--- config.mk ---
export PLATFORM = sky130hd
export DESIGN_NAME = dmtc_top
export DESIGN_NICKNAME = d
export VERILOG_FILES = /design/src/dmtc_pkg.sv /design/src/dmtc_edge.sv /design/src/dmtc_top.sv
export SDC_FILE = /design/constraint.sdc
export NUM_CORES = 1
export LEC_CHECK = 0
export BUFFER_PORTS_ARGS = -buffer_cell sky130_fd_sc_hd__buf_2
export CAP_MARGIN = 30
export CORE_MARGIN = 5
export CORE_UTILIZATION = 35
export CTS_BUF_LIST = sky130_fd_sc_hd__clkbuf_8
export CTS_CLUSTER_DIAMETER = 150
export CTS_CLUSTER_SIZE = 8
export DETAILED_ROUTE_END_ITERATION = 10
export SLEW_MARGIN = 15
export SYNTH_ARGS = -nofsm -noshare
export SYNTH_HDL_FRONTEND = slang
export SYNTH_HIERARCHICAL = 1
export SYNTH_SLANG_ARGS = --single-unit
--- constraint.sdc ---
create_clock -name clk -period 8.78 [get_ports clk]
set_input_delay 1.317 -clock clk [delete_from_list [all_inputs] [get_ports clk]]
set_output_delay 1.317 -clock clk [all_outputs]
set_load 0.05 [all_outputs]
--- src/dmtc_pkg.sv ---
package dmtc_pkg;
   localparam logic [7:0] ADDR_TMC = 8'h89;
   localparam logic [7:0] ADDR_T01C = 8'h88;
   localparam logic [7:0] ADDR_TL0 = 8'h8A;
   localparam logic [7:0] ADDR_TL1 = 8'h8B;
   localparam logic [7:0] ADDR_TH0 = 8'h8C;
   localparam logic [7:0] ADDR_TH1 = 8'h8D;
   localparam logic [7:0] ADDR_T2C = 8'hC8;
   localparam logic [7:0] ADDR_TL2 = 8'hCC;
   localparam logic [7:0] ADDR_TH2 = 8'hCD;
   localparam logic [7:0] RST_BYTE = 8'h00;
   localparam int CYC_CLKS = 12;
   localparam logic [3:0] PH_SAMPLE = 4'h9;
   localparam logic [3:0] PH_UPDATE = 4'h4;
   localparam logic [3:0] PH_LAST = 4'hB;
   localparam logic [1:0] M_PRESC = 2'h0;
   localparam logic [1:0] M_16 = 2'h1;
   localparam logic [1:0] M_RELOAD = 2'h2;
   localparam logic [1:0] M_SPLIT = 2'h3;
   localparam logic [4:0] PRESC_MAX = 5'h1F;
   localparam int RUN0_BIT = 4;
   localparam int RUN1_BIT = 6;
   localparam int RUN2_BIT = 2;
   localparam int SRC2_BIT = 1;
   typedef struct packed {
      logic gate;
      logic ext_src;
      logic [1:0] mode;
   } dmtc_cfg_t;
   typedef struct packed {
      logic wr;
      logic rd;
      logic [7:0] addr;
      logic [7:0] wdata;
   } dmtc_sfr_t;
endpackage

--- src/dmtc_edge.sv ---
`timescale 1ns/1ps
`default_nettype none
module dmtc_edge (
   input wire logic clk,
   input wire logic rst_n,
   input wire logic pin,
   input wire logic sample,
   output logic fell
);
   logic s1_q;
   logic s2_q;
   logic prev_q;
   logic hit_q;
   always_ff @(posedge clk or negedge rst_n) begin
      if (!rst_n) begin
         s1_q <= 1'b0;
         s2_q <= 1'b0;
      end else begin
         s1_q <= pin;
         s2_q <= s1_q;
      end
   end
   // sample once per machine cycle, flag high then low
   always_ff @(posedge clk or negedge rst_n) begin
      if (!rst_n) begin
         prev_q <= 1'b0;
         hit_q <= 1'b0;
      end else if (sample) begin
         prev_q <= s2_q;
         hit_q <= prev_q & ~s2_q;
      end
   end
   assign fell = hit_q;
endmodule // dmtc_edge
`default_nettype wire

--- src/dmtc_top.sv ---
`timescale 1ns/1ps
`default_nettype none
module dmtc_top (
   input wire logic clk,
   input wire logic rst_b,
   input wire logic sync_clear,
   input wire dmtc_pkg::dmtc_sfr_t sfr,
   output logic [7:0] sfr_rdata,
   input wire logic count_pin_0,
   input wire logic count_pin_1,
   input wire logic count_pin_2,
   input wire logic ext_irq_pin_0,
   input wire logic ext_irq_pin_1,
   output logic [2:0] overflow
);
   // --------------------------------------------------------------
   // reset and machine cycle
   // --------------------------------------------------------------
   logic r1_q;
   logic rst_n;
   logic [3:0] ph_q;
   logic upd;
   logic smp;
   always_ff @(posedge clk or negedge rst_b) begin
      if (!rst_b) begin
         r1_q <= 1'b0;
         rst_n <= 1'b0;
      end else begin
         r1_q <= 1'b1;
         rst_n <= r1_q;
      end
   end
   always_ff @(posedge clk or negedge rst_n) begin
      if (!rst_n) ph_q <= 4'h0;
      else if (ph_q == dmtc_pkg::PH_LAST) ph_q <= 4'h0;
      else ph_q <= ph_q + 4'h1;
   end
   assign smp = (ph_q == dmtc_pkg::PH_SAMPLE);
   // counts land at state3_phase1 of the cycle after detection
   assign upd = (ph_q == dmtc_pkg::PH_UPDATE);
   // --------------------------------------------------------------
   // pins
   // --------------------------------------------------------------
   logic [2:0] fell;
   logic g1_q;
   logic g1s_q;
   logic g0_q;
   logic g0s_q;
   dmtc_edge u_e0 (.clk(clk), .rst_n(rst_n), .pin(count_pin_0), .sample(smp), .fell(fell[0]));
   dmtc_edge u_e1 (.clk(clk), .rst_n(rst_n), .pin(count_pin_1), .sample(smp), .fell(fell[1]));
   dmtc_edge u_e2 (.clk(clk), .rst_n(rst_n), .pin(count_pin_2), .sample(smp), .fell(fell[2]));
   always_ff @(posedge clk or negedge rst_n) begin
      if (!rst_n) begin
         g0_q <= 1'b0;
         g0s_q <= 1'b0;
         g1_q <= 1'b0;
         g1s_q <= 1'b0;
      end else begin
         g0_q <= ext_irq_pin_0;
         g0s_q <= g0_q;
         g1_q <= ext_irq_pin_1;
         g1s_q <= g1_q;
      end
   end
   // --------------------------------------------------------------
   // registers
   // --------------------------------------------------------------
   logic [7:0] tmc_q;
   logic [7:0] t01c_q;
   logic [7:0] t2c_q;
   logic [7:0] tl_q [3];
   logic [7:0] th_q [3];
   dmtc_pkg::dmtc_cfg_t cfg0;
   dmtc_pkg::dmtc_cfg_t cfg1;
   assign cfg0 = tmc_q[3:0];
   assign cfg1 = tmc_q[7:4];
   // whole-byte access only
   always_ff @(posedge clk or negedge rst_n) begin
      if (!rst_n) tmc_q <= dmtc_pkg::RST_BYTE;
      else if (sfr.wr && sfr.addr == dmtc_pkg::ADDR_TMC) tmc_q <= sfr.wdata;
   end
   always_ff @(posedge clk or negedge rst_n) begin
      if (!rst_n) begin
         t01c_q <= dmtc_pkg::RST_BYTE;
         t2c_q <= dmtc_pkg::RST_BYTE;
      end else if (sync_clear) begin
         t01c_q <= dmtc_pkg::RST_BYTE;
         t2c_q <= dmtc_pkg::RST_BYTE;
      end else begin
         if (sfr.wr && sfr.addr == dmtc_pkg::ADDR_T01C) t01c_q <= sfr.wdata;
         if (sfr.wr && sfr.addr == dmtc_pkg::ADDR_T2C) t2c_q <= sfr.wdata;
      end
   end
   // --------------------------------------------------------------
   // count enables
   // --------------------------------------------------------------
   function automatic logic tick(input logic ext, input logic f);
      tick = upd && (ext ? f : 1'b1);
   endfunction
   logic run0;
   logic run1;
   logic en0;
   logic en1;
   logic en2;
   logic en0h;
   // gate needs the irq pin high as well as the run bit
   assign run0 = t01c_q[dmtc_pkg::RUN0_BIT] & (~cfg0.gate | g0s_q);
   assign run1 = t01c_q[dmtc_pkg::RUN1_BIT] & (~cfg1.gate | g1s_q);
   assign en0 = run0 & tick(cfg0.ext_src, fell[0]);
   assign en1 = run1 & tick(cfg1.ext_src, fell[1]) & (cfg1.mode != dmtc_pkg::M_SPLIT);
   // split high byte of timer 0 is a timer run by timer 1 run bit
   assign en0h = t01c_q[dmtc_pkg::RUN1_BIT] & upd;
   assign en2 = t2c_q[dmtc_pkg::RUN2_BIT] & tick(t2c_q[dmtc_pkg::SRC2_BIT], fell[2]);
   logic [2:0] en;
   logic [2:0] ovf;
   logic [1:0] md [3];
   assign en = {en2, en1, en0};
   assign md[0] = cfg0.mode;
   assign md[1] = cfg1.mode;
   assign md[2] = dmtc_pkg::M_16;
   // --------------------------------------------------------------
   // counters
   // --------------------------------------------------------------
   logic [2:0] wtl;
   logic [2:0] wth;
   assign wtl[0] = sfr.wr && sfr.addr == dmtc_pkg::ADDR_TL0;
   assign wtl[1] = sfr.wr && sfr.addr == dmtc_pkg::ADDR_TL1;
   assign wtl[2] = sfr.wr && sfr.addr == dmtc_pkg::ADDR_TL2;
   assign wth[0] = sfr.wr && sfr.addr == dmtc_pkg::ADDR_TH0;
   assign wth[1] = sfr.wr && sfr.addr == dmtc_pkg::ADDR_TH1;
   assign wth[2] = sfr.wr && sfr.addr == dmtc_pkg::ADDR_TH2;
   for (genvar i = 0; i < 3; i++) begin : g_cnt
      logic lo_wrap;
      logic hi_inc;
      logic hi_wrap;
      logic split_h;
      assign split_h = (i == 0) && md[i] == dmtc_pkg::M_SPLIT;
      always_comb begin
         lo_wrap = 1'b0;
         hi_inc = 1'b0;
         unique case (md[i])
            dmtc_pkg::M_PRESC: begin
               lo_wrap = tl_q[i][4:0] == dmtc_pkg::PRESC_MAX;
               hi_inc = en[i] & lo_wrap;
            end
            dmtc_pkg::M_16: begin
               lo_wrap = tl_q[i] == 8'hFF;
               hi_inc = en[i] & lo_wrap;
            end
            dmtc_pkg::M_RELOAD: lo_wrap = tl_q[i] == 8'hFF;
            dmtc_pkg::M_SPLIT: begin
               lo_wrap = tl_q[i] == 8'hFF;
               hi_inc = en0h & (i == 0);
            end
         endcase
      end
      assign hi_wrap = hi_inc & (th_q[i] == 8'hFF);
      always_ff @(posedge clk or negedge rst_n) begin
         if (!rst_n) tl_q[i] <= dmtc_pkg::RST_BYTE;
         else if (sync_clear) tl_q[i] <= dmtc_pkg::RST_BYTE;
         else if (wtl[i]) tl_q[i] <= sfr.wdata;
         else if (en[i]) begin
            if (md[i] == dmtc_pkg::M_RELOAD && lo_wrap) tl_q[i] <= th_q[i];
            else if (md[i] == dmtc_pkg::M_PRESC && lo_wrap) tl_q[i] <= {tl_q[i][7:5], 5'h00};
            else tl_q[i] <= tl_q[i] + 8'h01;
         end
      end
      always_ff @(posedge clk or negedge rst_n) begin
         if (!rst_n) th_q[i] <= dmtc_pkg::RST_BYTE;
         else if (sync_clear) th_q[i] <= dmtc_pkg::RST_BYTE;
         else if (wth[i]) th_q[i] <= sfr.wdata;
         else if (hi_inc) th_q[i] <= th_q[i] + 8'h01;
      end
      always_comb begin
         if (md[i] == dmtc_pkg::M_PRESC || md[i] == dmtc_pkg::M_16) ovf[i] = hi_wrap;
         else ovf[i] = en[i] & lo_wrap & ~split_h | (split_h & 1'b0);
      end
   end
   // split mode: high byte overflow of timer 0 reports as timer 1
   logic [2:0] ovf_q;
   always_ff @(posedge clk or negedge rst_n) begin
      if (!rst_n) ovf_q <= 3'h0;
      else if (md[0] == dmtc_pkg::M_SPLIT)
         ovf_q <= {ovf[2], g_cnt[0].hi_wrap, en0 & (tl_q[0] == 8'hFF)};
      else ovf_q <= ovf;
   end
   assign overflow = ovf_q;
   // --------------------------------------------------------------
   // read port
   // --------------------------------------------------------------
   always_ff @(posedge clk or negedge rst_n) begin
      if (!rst_n) sfr_rdata <= dmtc_pkg::RST_BYTE;
      else if (sfr.rd) begin
         unique case (sfr.addr)
            dmtc_pkg::ADDR_TMC: sfr_rdata <= tmc_q;
            dmtc_pkg::ADDR_T01C: sfr_rdata <= t01c_q;
            dmtc_pkg::ADDR_T2C: sfr_rdata <= t2c_q;
            dmtc_pkg::ADDR_TL0: sfr_rdata <= tl_q[0];
            dmtc_pkg::ADDR_TL1: sfr_rdata <= tl_q[1];
            dmtc_pkg::ADDR_TL2: sfr_rdata <= tl_q[2];
            dmtc_pkg::ADDR_TH0: sfr_rdata <= th_q[0];
            dmtc_pkg::ADDR_TH1: sfr_rdata <= th_q[1];
            dmtc_pkg::ADDR_TH2: sfr_rdata <= th_q[2];
            default: sfr_rdata <= dmtc_pkg::RST_BYTE;
         endcase
      end
   end

   // clocks since the last pin sample, saturating
   logic [3:0] gap_q;
   always_ff @(posedge clk or negedge rst_n) begin
      if (!rst_n) gap_q <= '1;
      else if (smp) gap_q <= '0;
      else if (gap_q != '1) gap_q <= gap_q + 4'h1;
   end
endmodule // dmtc_top
`default_nettype wire

; ---- Yosys cells after proc, flatten, opt, wreduce, memory -nomap -nowiden
; Index checks and enable logic that the tools add are counted.
[classes]
bitwise = 29
reduce_logical = 32
n_addsub = 7
eq_ne = 29
muxes = 38
[ops]
columns = operator, count
row1 = $mux W8, 26
row2 = $eq A8 B8 Y1 const B, 15
row3 = $pmux W8 S9, 1
row4 = $add A8 B1 Y8 const B, 6
row5 = $and A1 B1 Y1, 21
row6 = $reduce_bool A3 Y1, 6
row7 = $logic_and A1 B1 Y1, 16
row8 = $eq A5 B5 Y1 const B, 2
row9 = $eq A2 B2 Y1 const B, 4
row10 = $eq A4 B4 Y1 const B, 2
row11 = $ne A4 B4 Y1 const B, 2
row12 = $not A1 Y1, 6
row13 = $pmux W1 S2, 3
row14 = $reduce_or A3 Y1, 2
row15 = $mux W1, 5
row16 = $add A4 B1 Y4 const B, 1
row17 = $eq A2 B1 Y1 const B, 2
row18 = $eq A4 B3 Y1 const B, 1
row19 = $logic_not A2 Y1, 2
row20 = $mux W4, 1
row21 = $reduce_and A2 Y1, 2
row22 = $reduce_bool A2 Y1, 2
row23 = $pmux W1 S3, 1
row24 = $logic_or A1 B1 Y1, 2
row25 = 3 further kinds, 4
[word_totals]
word_cells = 167
reg_bits = 105
output_inout_bits = 11
in_bits = 26

; ---- Depth between registers and ports, before layout
; Gate-level depths: netlist (run 1).
[depth]
word_depth = 10
depth_mapped = 9

; ---- By module
; The synthesis (run 1) kept the hierarchy.
[by_module_without_submodules]
columns = module, cells_per_inst, seq_area_each_um2, area_each_um2, instances
row1 = dmtc_top, 652, 2327.2, 5959.5, 1
row2 = dmtc_edge, 8, 100.1, 131.4, 3

; ---- Worst setup path before layout (run 1)
; No wires, ideal clock.
[synth_timing]
kind = input to register
start = in sfr[12] in the netlist's numbering
end = reg th_q[15] in the netlist's numbering
t_arrival_ns = 2.785
t_required_ns = 8.643
path_stages = 8
slack_ns = 5.858
setup_time_ns = 0.137
path_cell_list = nand4bb_4 -> or3_1 -> buf_6 -> or3_1 -> buf_6 -> buf_12 -> nor2_1 -> a211oi_2
[synth_between]
elab_chain_cells = 4
elab_cells_between_ends = 5
[synth_rtl]
columns = item, line_no
row1 = "start, declared", dmtc_top.sv:7  ; input wire dmtc_pkg::dmtc_sfr_t sfr,
row2 = $eq A8 B8 Y1 (*), dmtc_top.sv:130  ; assign wth[1] = sfr.wr && sfr.addr == dmtc_pkg::ADDR_TH1;
row3 = $logic_and A1 B1 Y1 (*), dmtc_top.sv:130
row4 = $mux W8, dmtc_top.sv:171  ; else if (wth[i]) th_q[i] <= sfr.wdata;
row5 = $mux W8, dmtc_top.sv:170  ; else if (sync_clear) th_q[i] <= dmtc_pkg::RST_BYTE;
row6 = "end signal, assigned by index", dmtc_top.sv:170
row7 = "end signal, assigned by index", dmtc_top.sv:171
row8 = "end signal, assigned by index", dmtc_top.sv:172  ; else if (hi_inc) th_q[i] <= th_q[i] + 8'h01;
row9 = "end, declared", dmtc_top.sv:72  ; logic [7:0] th_q [3];
; Every way passes the cells marked *; elsewhere a longest branch is shown, timed or not.
; A chain may end at the register's enable or synchronous reset.

; ---- Final worst setup path (run 1)
[layout_timing]
start = in sfr[8] in the netlist's numbering
end = reg tl_q[22] in the netlist's numbering
[layout_between]
elab_chain_cells = 4
elab_cells_between_ends = 7
[layout_rtl]
columns = item, line_no
row1 = $eq A8 B8 Y1 (*), dmtc_top.sv:126  ; assign wtl[0] = sfr.wr && sfr.addr == dmtc_pkg::ADDR_TL0;
row2 = $logic_and A1 B1 Y1 (*), dmtc_top.sv:126
row3 = "$ne A4 B4 Y1 (no source line), or another cell as far along", --
row4 = $reduce_and A2 Y1 (no source line) / $mux W8 (equally long branches), --
row5 = "end signal, assigned by index", dmtc_top.sv:159  ; if (!rst_n) tl_q[i] <= dmtc_pkg::RST_BYTE;
row6 = "end signal, assigned by index", dmtc_top.sv:160  ; else if (sync_clear) tl_q[i] <= dmtc_pkg::RST_BYTE;
row7 = "end signal, assigned by index", dmtc_top.sv:161  ; else if (wtl[i]) tl_q[i] <= sfr.wdata;
row8 = "end, declared", dmtc_top.sv:71  ; logic [7:0] tl_q [3];
; Marked as above.

==> flow_metrics.env, run 1 <==
export IMPL_status="complete, no violations"
export IMPL_synth_warnings=6
export IMPL_p_per_area_nw_per_um2=132.8
export IMPL_grtUsageTotal=0.1821
export IMPL_clock_path_buffers=2
export IMPL_slowest_delay_ns=0.56
export IMPL_syn_avg_cell_area_sq_um=9.399
export IMPL_fp_coreArea_sq_um=17900
export IMPL_vias=5323
export IMPL_ioPinCount=37
export IMPL_detail_route_wl_per_cell_microns=19.64
export IMPL_min_to="u_e1/s2_q$_DFF_PN0_"
export IMPL_cp_slowest_cell="nand4_1"
export IMPL_insertion_delay_ns=0.40
export IMPL_postCtsSetupRepairBufs=0
export IMPL_min_path_cells=0
export IMPL_worstPathMaxFanout=33
export IMPL_grt_ovfl_total=0
export IMPL_critPathLaunch="sfr[8]"
export IMPL_port_buffers=36
export IMPL_finalNetCount=725
export IMPL_dieWidth_microns=144.7
export IMPL_final_min_clock_period_ns=2.998
export IMPL_reg2reg_setup_slack_ns=5.89
export IMPL_drive_gt1_frac=0.1544
export IMPL_worstRegToRegCells=8
export IMPL_routed_wl_microns=18100
export IMPL_cp_arrival_ns=3.29
export IMPL_yosys_area_top_type_share=0.4135
export IMPL_crit_path_end_kind="flip-flop"
export IMPL_yosys_area_top_type="dfrtp_1"
export IMPL_row_count=49
export IMPL_slew_viol_final=0
export IMPL_finalPower_mw=0.9158
export IMPL_p_comb_frac=0.063
export IMPL_setup_tns_ns=0
export IMPL_p_clk_frac=0.385
export IMPL_maxCapViolations=0
export IMPL_synth_seq_cells=105
export IMPL_r2r_end="overflow[1]$_DFF_PN0_"
export IMPL_cp_required_ns=9.07
export IMPL_rsz0062_at_grt="no"
export IMPL_clkTransAtPathRegs_ns=0.11
export IMPL_syn_nets=713
export IMPL_synthTopCellsByArea="dfrtp_1, mux2i_1, nor2_1"
export IMPL_dieHeight_microns=144.7
export IMPL_syn_area_sq_um=6354
export IMPL_seq_power_share=0.552
export IMPL_dieArea_sq_um=20950
export IMPL_dp_hpwl_microns=12750
export IMPL_numClockSinks=105
export IMPL_antenna_found_initial=0
export IMPL_intPower_mw=0.6734
export IMPL_hold_viol_final=0
export IMPL_ir_worst_vdd_mv=0.1081
export IMPL_p_leak_nw=2.782
export IMPL_worstPathCellList="buf_2 > nor2b_1 > nand4_1 > or2_2 > a41o_1"
export IMPL_fin_skew_ns=0.01588
export IMPL_grt_pass1_wl_microns=29390
export IMPL_cts_tree="yes"
export IMPL_drt_iter0_drc=524
export IMPL_grt_start_max_net_pins=55
export IMPL_switching_share=0.2647
export IMPL_hp_start="u_e1/s1_q$_DFF_PN0_"
export IMPL_ys_types=73
export IMPL_cts_hold_buf=0
export IMPL_start_util=0.3549
export IMPL_p_sw_mw=0.2424
export IMPL_gp_congestion=0.8990
export IMPL_via_per_inst=5.773
export IMPL_yosysSeqAreaShare=0.4135
export IMPL_yosys_most_used_dff="dfrtp_1"
export IMPL_grt_pass1_vias=5197
export IMPL_postSynth_asyncResetShare=1.000
export IMPL_numCtsBuffers=9
export IMPL_worst_setup_path_type="input pin to flip-flop"
export IMPL_min_period_over_period=0.3415
export IMPL_netlist_instances=676
export IMPL_drc=0
export IMPL_fmax_mhz=333.5
export IMPL_clock_root_buffer="clkbuf_8"
export IMPL_ant_nets=0
export IMPL_ctsResizeCount=0
export IMPL_r2r_start="tl_q[16]$_DFFE_PN0P_"
export IMPL_n_antenna_cell=0
export IMPL_synth_edf_count=0
export IMPL_startpoint_type="input pin"
export IMPL_synthToLayoutAreaGrowth_pct=8.507
export IMPL_hp_class="flip-flop to flip-flop"
export IMPL_cts_htree_levels=3
export IMPL_relSlewSlack=0.4349
export IMPL_finalSetupViolCount=0
export IMPL_drtPass1Iterations=5
export IMPL_worst_pin_slew_ns=0.8468
==> layer usage <==
metal | wire length [microns] | track usage
met4 | 428 | 0.05596
met5 | 0 | 0
met3 | 1029 | 0.03286
met1 | 8408 | 0.2579
met2 | 8237 | 0.2851
==> cell type report <==
type                    count  area [sq um]
clock buffers               9         123.9
fillers                  1816         11010
clock inverters             7         103.9
well taps                 229         286.5
inverters                  25         93.84
multi-input cells         506          3437
flip-flops and latches    105          2631
repair buffers             41         217.7
==> power by group through the flow <==
stage                     Sequential, mW  Clock, mW  Combinational [mW]
after global routing               0.508      0.380              0.0633
final                              0.505      0.353              0.0579
after floorplan                    0.512          0              0.0338
after CTS                          0.505      0.361              0.0581
after global placement             0.515          0              0.0578
after detailed placement           0.515          0              0.0580
==> worst max path at each step <==
stage	slack, ns	end	cells past startpoint
floorplan	5.64	g0_q$_DFF_PN0_	0
global placement	5.44	tl_q[22]$_DFFE_PN0P_	5
detailed placement	5.37	tl_q[22]$_DFFE_PN0P_	5
CTS	5.81	tl_q[22]$_DFFE_PN0P_	5
global route	5.60	tl_q[22]$_DFFE_PN0P_	5
finish	5.78	tl_q[22]$_DFFE_PN0P_	5
==> cells in the mapped netlist (5+ instances only) <==
cell	n
nand2b_1	9
ha_1	11
o22ai_1	11
nor3_1	12
o211ai_1	12
and3_1	12
nor2_1	62
xor2_1	13
mux2i_1	28
a22oi_1	6
a21oi_1	24
nand3_1	38
clkbuf_1	23
dfrtp_1	105
and4_1	5
o21ai_0	30
or3_1	5
buf_2	11
and2_1	6
inv_1	25
nand2_1	49
a211oi_1	23
nor2b_1	12
nand4_1	18
a31oi_1	9
o32ai_1	9
a211oi_2	6
xnor2_1	11
nand3b_1	5
nor4_1	6
mux2_2	15
==> cells by family (layout without fill, tap and decap cells) <==
kind of cell,count (synthesis),in the layout,share of synthesized area
AND/OR/NAND/NOR,268,268,0.2324
other,1,1,0.0005902
flip-flops,105,105,0.4135
XOR/XNOR,24,24,0.03308
AO/OA/AOI/OAI,155,155,0.1719
multiplexers,47,47,0.08133
adder cells (fa/ha/maj),11,11,0.02166
buffers and inverters,65,82,0.04549
==> state kept, by name, summed over array words and instances (netlist names), 3 cells and up <==
| register | cells |
|---|---|
| tl_q | 24 |
| th_q | 24 |
| ph_q | 4 |
| overflow | 3 |
| t01c_q | 8 |
| tmc_q | 8 |
| sfr_rdata | 8 |
| t2c_q | 8 |
==> worst max-delay path: cells and delay by family <==
kind | cells | cell delay [ns]
and+or+nand+nor | 3 | 1.37
buffers and inverters | 1 | 0.35
AOI/OAI and AO/OA | 1 | 0.24
==> through the flow <==
stage | cells | hold WS (ns) | util | worst slack [ns] | cell area, sq um
after CTS | 922 | 0.3595 | 0.3851 | 5.813 | 6894
after global placement | 905 | 0.3320 | 0.3720 | 5.444 | 6659
after global routing | 922 | 0.3720 | 0.3851 | 5.600 | 6894
after detailed placement | 906 | 0.3358 | 0.3724 | 5.367 | 6666
after floorplan | 676 | 0.3312 | - | 5.638 | 6354
final | 922 | 0.3549 | 0.3851 | 5.782 | 6894
==> cells in the final DEF (no fill, tap or decap), types with 23 or more instances in the layout <==
| cell | n |
|---|---|
| inv_1 | 25 |
| nand3_1 | 38 |
| mux2i_1 | 28 |
| buf_2 | 36 |
| a211oi_1 | 23 |
| nor2_1 | 62 |
| o21ai_0 | 30 |
| a21oi_1 | 24 |
| dfrtp_1 | 104 |
| nand2_1 | 49 |
No activity file was read; power rests on OpenSTA's default activity.
==> run 2, diff against run 1 <==
==> constraint.sdc (replaced) <==
create_clock -name clk -period 2.99 [get_ports clk]
set_input_delay 0.4485 -clock clk [delete_from_list [all_inputs] [get_ports clk]]
set_output_delay 0.4485 -clock clk [all_outputs]
set_load 0.05 [all_outputs]
==> run 2 against run 1 <==
  * Sequential share of layout area down 0.32 points
  * Register-to-register slack worse by 5.6 ns
  * Worst hold slack worse by 0.21 ns
  * Non-clock buffer count up 12
  * Critical endpoint is now th_q[19]$_DFFE_PN0P_
==> flow_metrics.env, run 2 (synthesis results as in run 1) <==
export IMPL_holdWs_ns=0.1438
export IMPL_place_inst=917
export IMPL_hp_class="input pin to flip-flop"
export IMPL_slowest_delay_ns=0.43
export IMPL_min_period_over_period=0.9114
export IMPL_worst_pin_slew_ns=0.7383
export IMPL_ir_worst_vdd_mv=0.2619
export IMPL_dieWidth_microns=144.7
export IMPL_relSlewSlack=0.5037
export IMPL_maxCapViolations=0
export IMPL_top_regs="th_q: 24 flops, tl_q: 24 flops"
export IMPL_detail_route_wl_per_cell_microns=19.62
export IMPL_wl_met3_microns=934
export IMPL_drt_iter0_drc=538
export IMPL_setup_ws_ns=0.2650
export IMPL_numCtsBuffers=9
export IMPL_routed_wl_microns=18330
export IMPL_cp_required_ns=3.31
export IMPL_startpoint_type="flip-flop"
export IMPL_grtUsageTotal=0.1823
export IMPL_start_util=0.3549
export IMPL_insertion_delay_ns=0.41
export IMPL_worstPathMaxFanout=8
export IMPL_n_antenna_cell=0
export IMPL_cpMostUsedCell="ha_1"
export IMPL_setup_tns_ns=0
export IMPL_numClockSinks=105
export IMPL_finalNetCount=737
export IMPL_dieHeight_microns=144.7
export IMPL_antenna_found_initial=0
export IMPL_postCtsSetupRepairBufs=0
export IMPL_fmax_mhz=367.0
export IMPL_worstPathCellList="ha_1 > and3_1 > ha_1 > nor3b_4 > a41oi_2 > o22a_1 > or3_1 > a31oi_1"
export IMPL_hold_viol_final=0
export IMPL_final_cells=934
export IMPL_reg2reg_setup_slack_ns=0.27
export IMPL_port_buffers=36
export IMPL_fp_coreArea_sq_um=17900
export IMPL_final_common_cell="dfrtp_1"
export IMPL_status="complete, no violations"
export IMPL_drc=0
export IMPL_worst_setup_path_type="flip-flop to flip-flop"
export IMPL_wl_met1_microns=8658
export IMPL_grt_pass1_vias=5029
export IMPL_synthToLayoutAreaGrowth_pct=9.433
export IMPL_cp_slowest_cell="dfrtp_1"
export IMPL_finalPower_mw=2.562
export IMPL_gp_congestion=0.8932
export IMPL_most_common_layout_cells="dfrtp_1, nor2_1, nand2_1"
export IMPL_cts_tree="yes"
export IMPL_cp_arrival_ns=3.05
export IMPL_dp_slack_ns=0.3311
export IMPL_grt_ovfl_total=0
export IMPL_clock_root_buffer="clkbuf_8"
export IMPL_clock_path_buffers=2
export IMPL_cts_htree_levels=3
export IMPL_p_per_area_nw_per_um2=368.4
export IMPL_slew_viol_final=0
export IMPL_dieArea_sq_um=20950
export IMPL_cp_num_buf_inv=0
export IMPL_top_layer="met4"
export IMPL_p_leak_nw=2.828
export IMPL_row_count=49
export IMPL_grt_start_max_net_pins=49
export IMPL_dp_hpwl_microns=12920
export IMPL_vias=5272
export IMPL_ant_nets=0
export IMPL_grt_pass1_wl_microns=29190
export IMPL_final_min_clock_period_ns=2.725
export IMPL_fin_skew_ns=0.01521
export IMPL_drtPass1Iterations=5
export IMPL_clkTransAtPathRegs_ns=0.11
export IMPL_finalSetupViolCount=0
export IMPL_met2_length_microns=8364
export IMPL_crit_path_end_kind="flip-flop"
export IMPL_via_per_inst=5.645
export IMPL_crit_family="simple AND/OR/NAND/NOR gates"
export IMPL_ioPinCount=37
export IMPL_rsz0062_at_grt="no"
export IMPL_drive_gt1_frac=0.1674
## run 2: changes by cell type in the layout (fill, tap and decap cells not counted), sizes merged
cell         delta
dlygate4sd3     +1
buf            +11
bufinv          -2
clkinv          -1
clkinvlp        -1
inv             +3
clkbuf          +1
## run 2: cell type report
| type | instances | area (sq um) |
|---|---|---|
| inverter | 25 | 93.84 |
| timing repair buffer | 53 | 310.3 |
| multi-input combinational | 506 | 3437 |
| clock inverter | 6 | 56.30 |
| clock buffer | 10 | 137.6 |
| sequential | 105 | 2631 |
| fill | 1799 | 10950 |
| tap | 229 | 286.5 |
## run 2: where the power goes
group	total [mW]	internal, mW	switching, mW
registers	1.48	1.44	0.0373
clock network	0.901	0.345	0.556
logic	0.180	0.0580	0.122
total	2.56	1.85	0.716
## run 2: per-stage QoR
stage                     utilization  area [sq um]
after global placement         0.3770          6749
after detailed placement       0.3770          6749
final                          0.3884          6953
after CTS                      0.3884          6953
after global routing           0.3884          6953
after floorplan                     -          6355
## run 2: timing repair
item,in CTS,in global routing
hold buffers,1,0
hold endpoints to repair,2,0
gates resized for setup,0,0
## run 2: worst paths after layout
kind                                      startpoint              endpoint  cells after the start
worst max-delay path            tl_q[16]$_DFFE_PN0P_  th_q[19]$_DFFE_PN0P_                      8
worst min-delay path                     count_pin_2   u_e2/s1_q$_DFF_PN0_                      1
worst max register to register  tl_q[16]$_DFFE_PN0P_  th_q[19]$_DFFE_PN0P_                      8
worst min register to register       rst_n$_DFF_PN0_  tl_q[13]$_DFFE_PN0P_                      0
max in group asynchronous            rst_n$_DFF_PN0_   th_q[2]$_DFFE_PN0P_                      1
min in group asynchronous            rst_n$_DFF_PN0_  tl_q[13]$_DFFE_PN0P_                      0
## run 2: worst register-to-register path, stage by stage (launching register included)
cell	delay, ns
dfrtp_1	0.43
ha_1	0.20
and3_1	0.34
ha_1	0.22
nor3b_4	0.37
a41oi_2	0.25
o22a_1	0.31
or3_1	0.36
a31oi_1	0.15
## run 2: routing by layer
metal,vias to the layer above,GRT usage
li1,2545,-
met1,2554,0.2632
met2,155,0.2777
met3,18,0.03582
met4,0,0.05449
met5,-,0
==> run 3, diff against run 2 <==
--- a/config.mk
+++ b/config.mk
@@ -5,6 +5,7 @@
 export SDC_FILE = /design/constraint.sdc
 export NUM_CORES = 1
 export LEC_CHECK = 0
+export ABC_AREA = 1
 export BUFFER_PORTS_ARGS = -buffer_cell sky130_fd_sc_hd__buf_2
 export CAP_MARGIN = 30
 export CORE_MARGIN = 5
==> run 3 against run 2 <==
  * Worst hold slack got worse by 0.0096 ns
  * Area after synthesis increased by 5.0%
  * Cell count increased by 33%
  * Cell area increased by 5.2%
  * Critical path depth increased by 5
  * Largest cell class unchanged
  * Via count increased by 18%
  * Core utilization increased by 0.27 points
  * Combinational power increased by 70%
  * Count of clock-buffer cells in the layout decreased by 1
  * Fmax increased by 23%
  * Non-clock buffer count decreased by 9
  * Wire length increased by 7.7%
==> flow_metrics.env, run 3 <==
export IMPL_grt_ovfl_total=0
export IMPL_postSynth_asyncResetShare=1.000
export IMPL_multi_input_area_sq_um=3496
export IMPL_fillers=1987
export IMPL_worstPathMaxFanout=9
export IMPL_yosys_area_top_type_share=0.3940
export IMPL_ys_types=38
export IMPL_start_util=0.3565
export IMPL_syn_avg_cell_area_sq_um=6.854
export IMPL_yosys_area_top_type="dfrtp_1"
export IMPL_clock_root_buffer="clkbuf_8"
export IMPL_syn_nets=1010
export IMPL_cts_htree_levels=3
export IMPL_numClockSinks=105
export IMPL_ir_worst_vdd_mv=0.2366
export IMPL_drive_gt1_frac=0.1011
export IMPL_crit_path_end_kind="flip-flop"
export IMPL_finalSetupViolCount=0
export IMPL_dp_hpwl_microns=14810
export IMPL_antenna_found_initial=0
export IMPL_synthToLayoutAreaGrowth_pct=9.700
export IMPL_regArea_sq_um=2631
export IMPL_finalPower_mw=2.817
export IMPL_worstRegToRegCells=13
export IMPL_slew_viol_final=0
export IMPL_insertion_delay_ns=0.41
export IMPL_via_per_inst=5.008
export IMPL_hold_viol_final=0
export IMPL_n_antenna_cell=0
export IMPL_cts_hold_buf=1
export IMPL_postCtsSetupRepairBufs=0
export IMPL_netlist_instances=973
export IMPL_grtUsageTotal=0.1839
export IMPL_most_common_layout_cells="nand2_1, nand3_1, inv_1, dfrtp_1, nor2_1"
export IMPL_finalNetCount=1041
export IMPL_drt_iter0_drc=537
export IMPL_grt_start_max_net_pins=56
export IMPL_dieArea_sq_um=21910
export IMPL_synth_warnings=6
export IMPL_synth_edf_count=0
export IMPL_port_buffers=36
export IMPL_vias=6225
export IMPL_synth_most_common_cell="nand2_1"
export IMPL_status="complete, no violations"
export IMPL_syn_area_sq_um=6669
export IMPL_p_per_area_nw_per_um2=385.1
export IMPL_numCtsBuffers=9
export IMPL_clock_path_buffers=2
export IMPL_drtPass1Iterations=7
export IMPL_reg2reg_setup_slack_ns=0.77
export IMPL_startpoint_type="flip-flop"
export IMPL_grt_pass1_vias=5724
export IMPL_detail_route_wl_per_cell_microns=15.87
export IMPL_dieHeight_microns=148.0
export IMPL_worstPathCellList="ha_1 > nand2_1 > nor2_4 > ha_1 > nand3_1 > inv_1 > nand3_1 > nand2_1 > inv_1 > nand3_2 > inv_2 > nand2_1 > nand2_1"
export IMPL_r2r_start="tl_q[16]$_DFFE_PN0P_"
export IMPL_relSlewSlack=0.4893
export IMPL_slowest_delay_ns=0.45
export IMPL_ioPinCount=37
export IMPL_synth_seq_cells=105
export IMPL_setup_tns_ns=0
export IMPL_row_count=50
export IMPL_worst_setup_path_type="flip-flop to flip-flop"
export IMPL_min_period_over_period=0.7409
export IMPL_gp_congestion=0.8971
export IMPL_cp_arrival_ns=2.55
export IMPL_drc=0
export IMPL_maxCapViolations=0
export IMPL_synthTopCellsByArea="dfrtp_1, nand2_1, nand3_1"
export IMPL_cp_slowest_cell="dfrtp_1"
export IMPL_p_leak_nw=3.889
export IMPL_final_common_cell="nand2_1"
export IMPL_worst_pin_slew_ns=0.7660
export IMPL_grt_pass1_wl_microns=31810
export IMPL_r2r_end="th_q[18]$_DFFE_PN0P_"
export IMPL_ant_nets=0
export IMPL_fin_skew_ns=0.02008
export IMPL_yosysSeqAreaShare=0.3940
export IMPL_rsz0062_at_grt="no"
export IMPL_top_regs="th_q: 24 flops, tl_q: 24 flops"
export IMPL_fp_coreArea_sq_um=18710
export IMPL_critPathLaunch="tl_q[16]$_DFFE_PN0P_"
export IMPL_final_min_clock_period_ns=2.215
export IMPL_yosys_most_used_dff="dfrtp_1"
export IMPL_crit_end="th_q[18]$_DFFE_PN0P_"
export IMPL_cp_required_ns=3.32
export IMPL_dieWidth_microns=148.0
export IMPL_netlist_top_cells_count="nand2_1, nand3_1, dfrtp_1"
export IMPL_fmax_mhz=451.4
export IMPL_cpMostUsedCell="nand2_1"
export IMPL_ctsResizeCount=0
export IMPL_clkTransAtPathRegs_ns=0.12
export IMPL_cts_tree="yes"
export IMPL_hp_class="input pin to flip-flop"
export IMPL_routed_wl_microns=19730
[run 3: critical path, delay by kind of cell (launching register included)]
family                     cells  cell delay, ns
adders and majority gates      2            0.42
buffers and inverters          3            0.39
and+or+nand+nor                8            0.88
DFF                            1            0.45
[run 3: worst min path at each step]
stage,from,end,cells after the start
4_1_cts,count_pin_1,u_e1/s1_q$_DFF_PN0_,1
2_1_floorplan,rst_b,r1_q$_DFF_PN0_,0
3_5_place_dp,rst_b,r1_q$_DFF_PN0_,1
3_3_place_gp,rst_b,r1_q$_DFF_PN0_,1
5_1_grt,count_pin_0,u_e0/s1_q$_DFF_PN0_,1
6_report,count_pin_2,u_e2/s1_q$_DFF_PN0_,1
[run 3: kinds of logic (layout without fill, tap and decap cells)]
| kind of cell | Yosys count | count (layout) | share of synthesized area |
|---|---|---|---|
| buf+inv | 138 | 174 | 0.08180 |
| compound gates | 84 | 84 | 0.06867 |
| xor+xnor | 9 | 9 | 0.01182 |
| fa+ha+maj | 11 | 11 | 0.02064 |
| simple gates | 625 | 625 | 0.4225 |
| other cells | 1 | 1 | 0.0005623 |
| flops | 105 | 105 | 0.3940 |
[run 3: cell type report]
class	instances	area share
Timing Repair Buffer	44	0.03489
Clock buffer	9	0.01693
Clock inverter	7	0.01214
Tap cell	234	0.04002
Multi-Input combinational cell	730	0.4779
Inverter	114	0.05849
Sequential cell	105	0.3597
[run 3: per-stage QoR]
step / worst slack [ns] / hold slack, ns / std cells / util / cell area (sq um)
final: 0.7748 / 0.1342 / 1243 / 0.3911 / 7316
after global routing: 0.5880 / 0.1106 / 1243 / 0.3911 / 7316
after CTS: 0.8062 / 0.1133 / 1243 / 0.3911 / 7316
after detailed placement: 0.8123 / 0.2384 / 1226 / 0.3792 / 7093
after global placement: 0.8096 / 0.2353 / 1226 / 0.3792 / 7093
after floorplan: 1.220 / 0.1529 / 973 / - / 6670
[run 3: layer usage]
layer,track usage,share of wire,routed length [microns],vias to the layer above
li1,-,-,-,3185
met1,0.2703,0.48,9378,2823
met2,0.2816,0.44,8743,190
met3,0.03004,0.063,1240,27
met4,0.04896,0.019,370,0
met5,0,0,0,-
[run 3: power breakdown]
group	switching [mW]	total, mW	internal (mW)
logic	0.208	0.306	0.0978
registers	0.0985	1.58	1.48
clock network	0.590	0.934	0.344
total	0.897	2.82	1.92
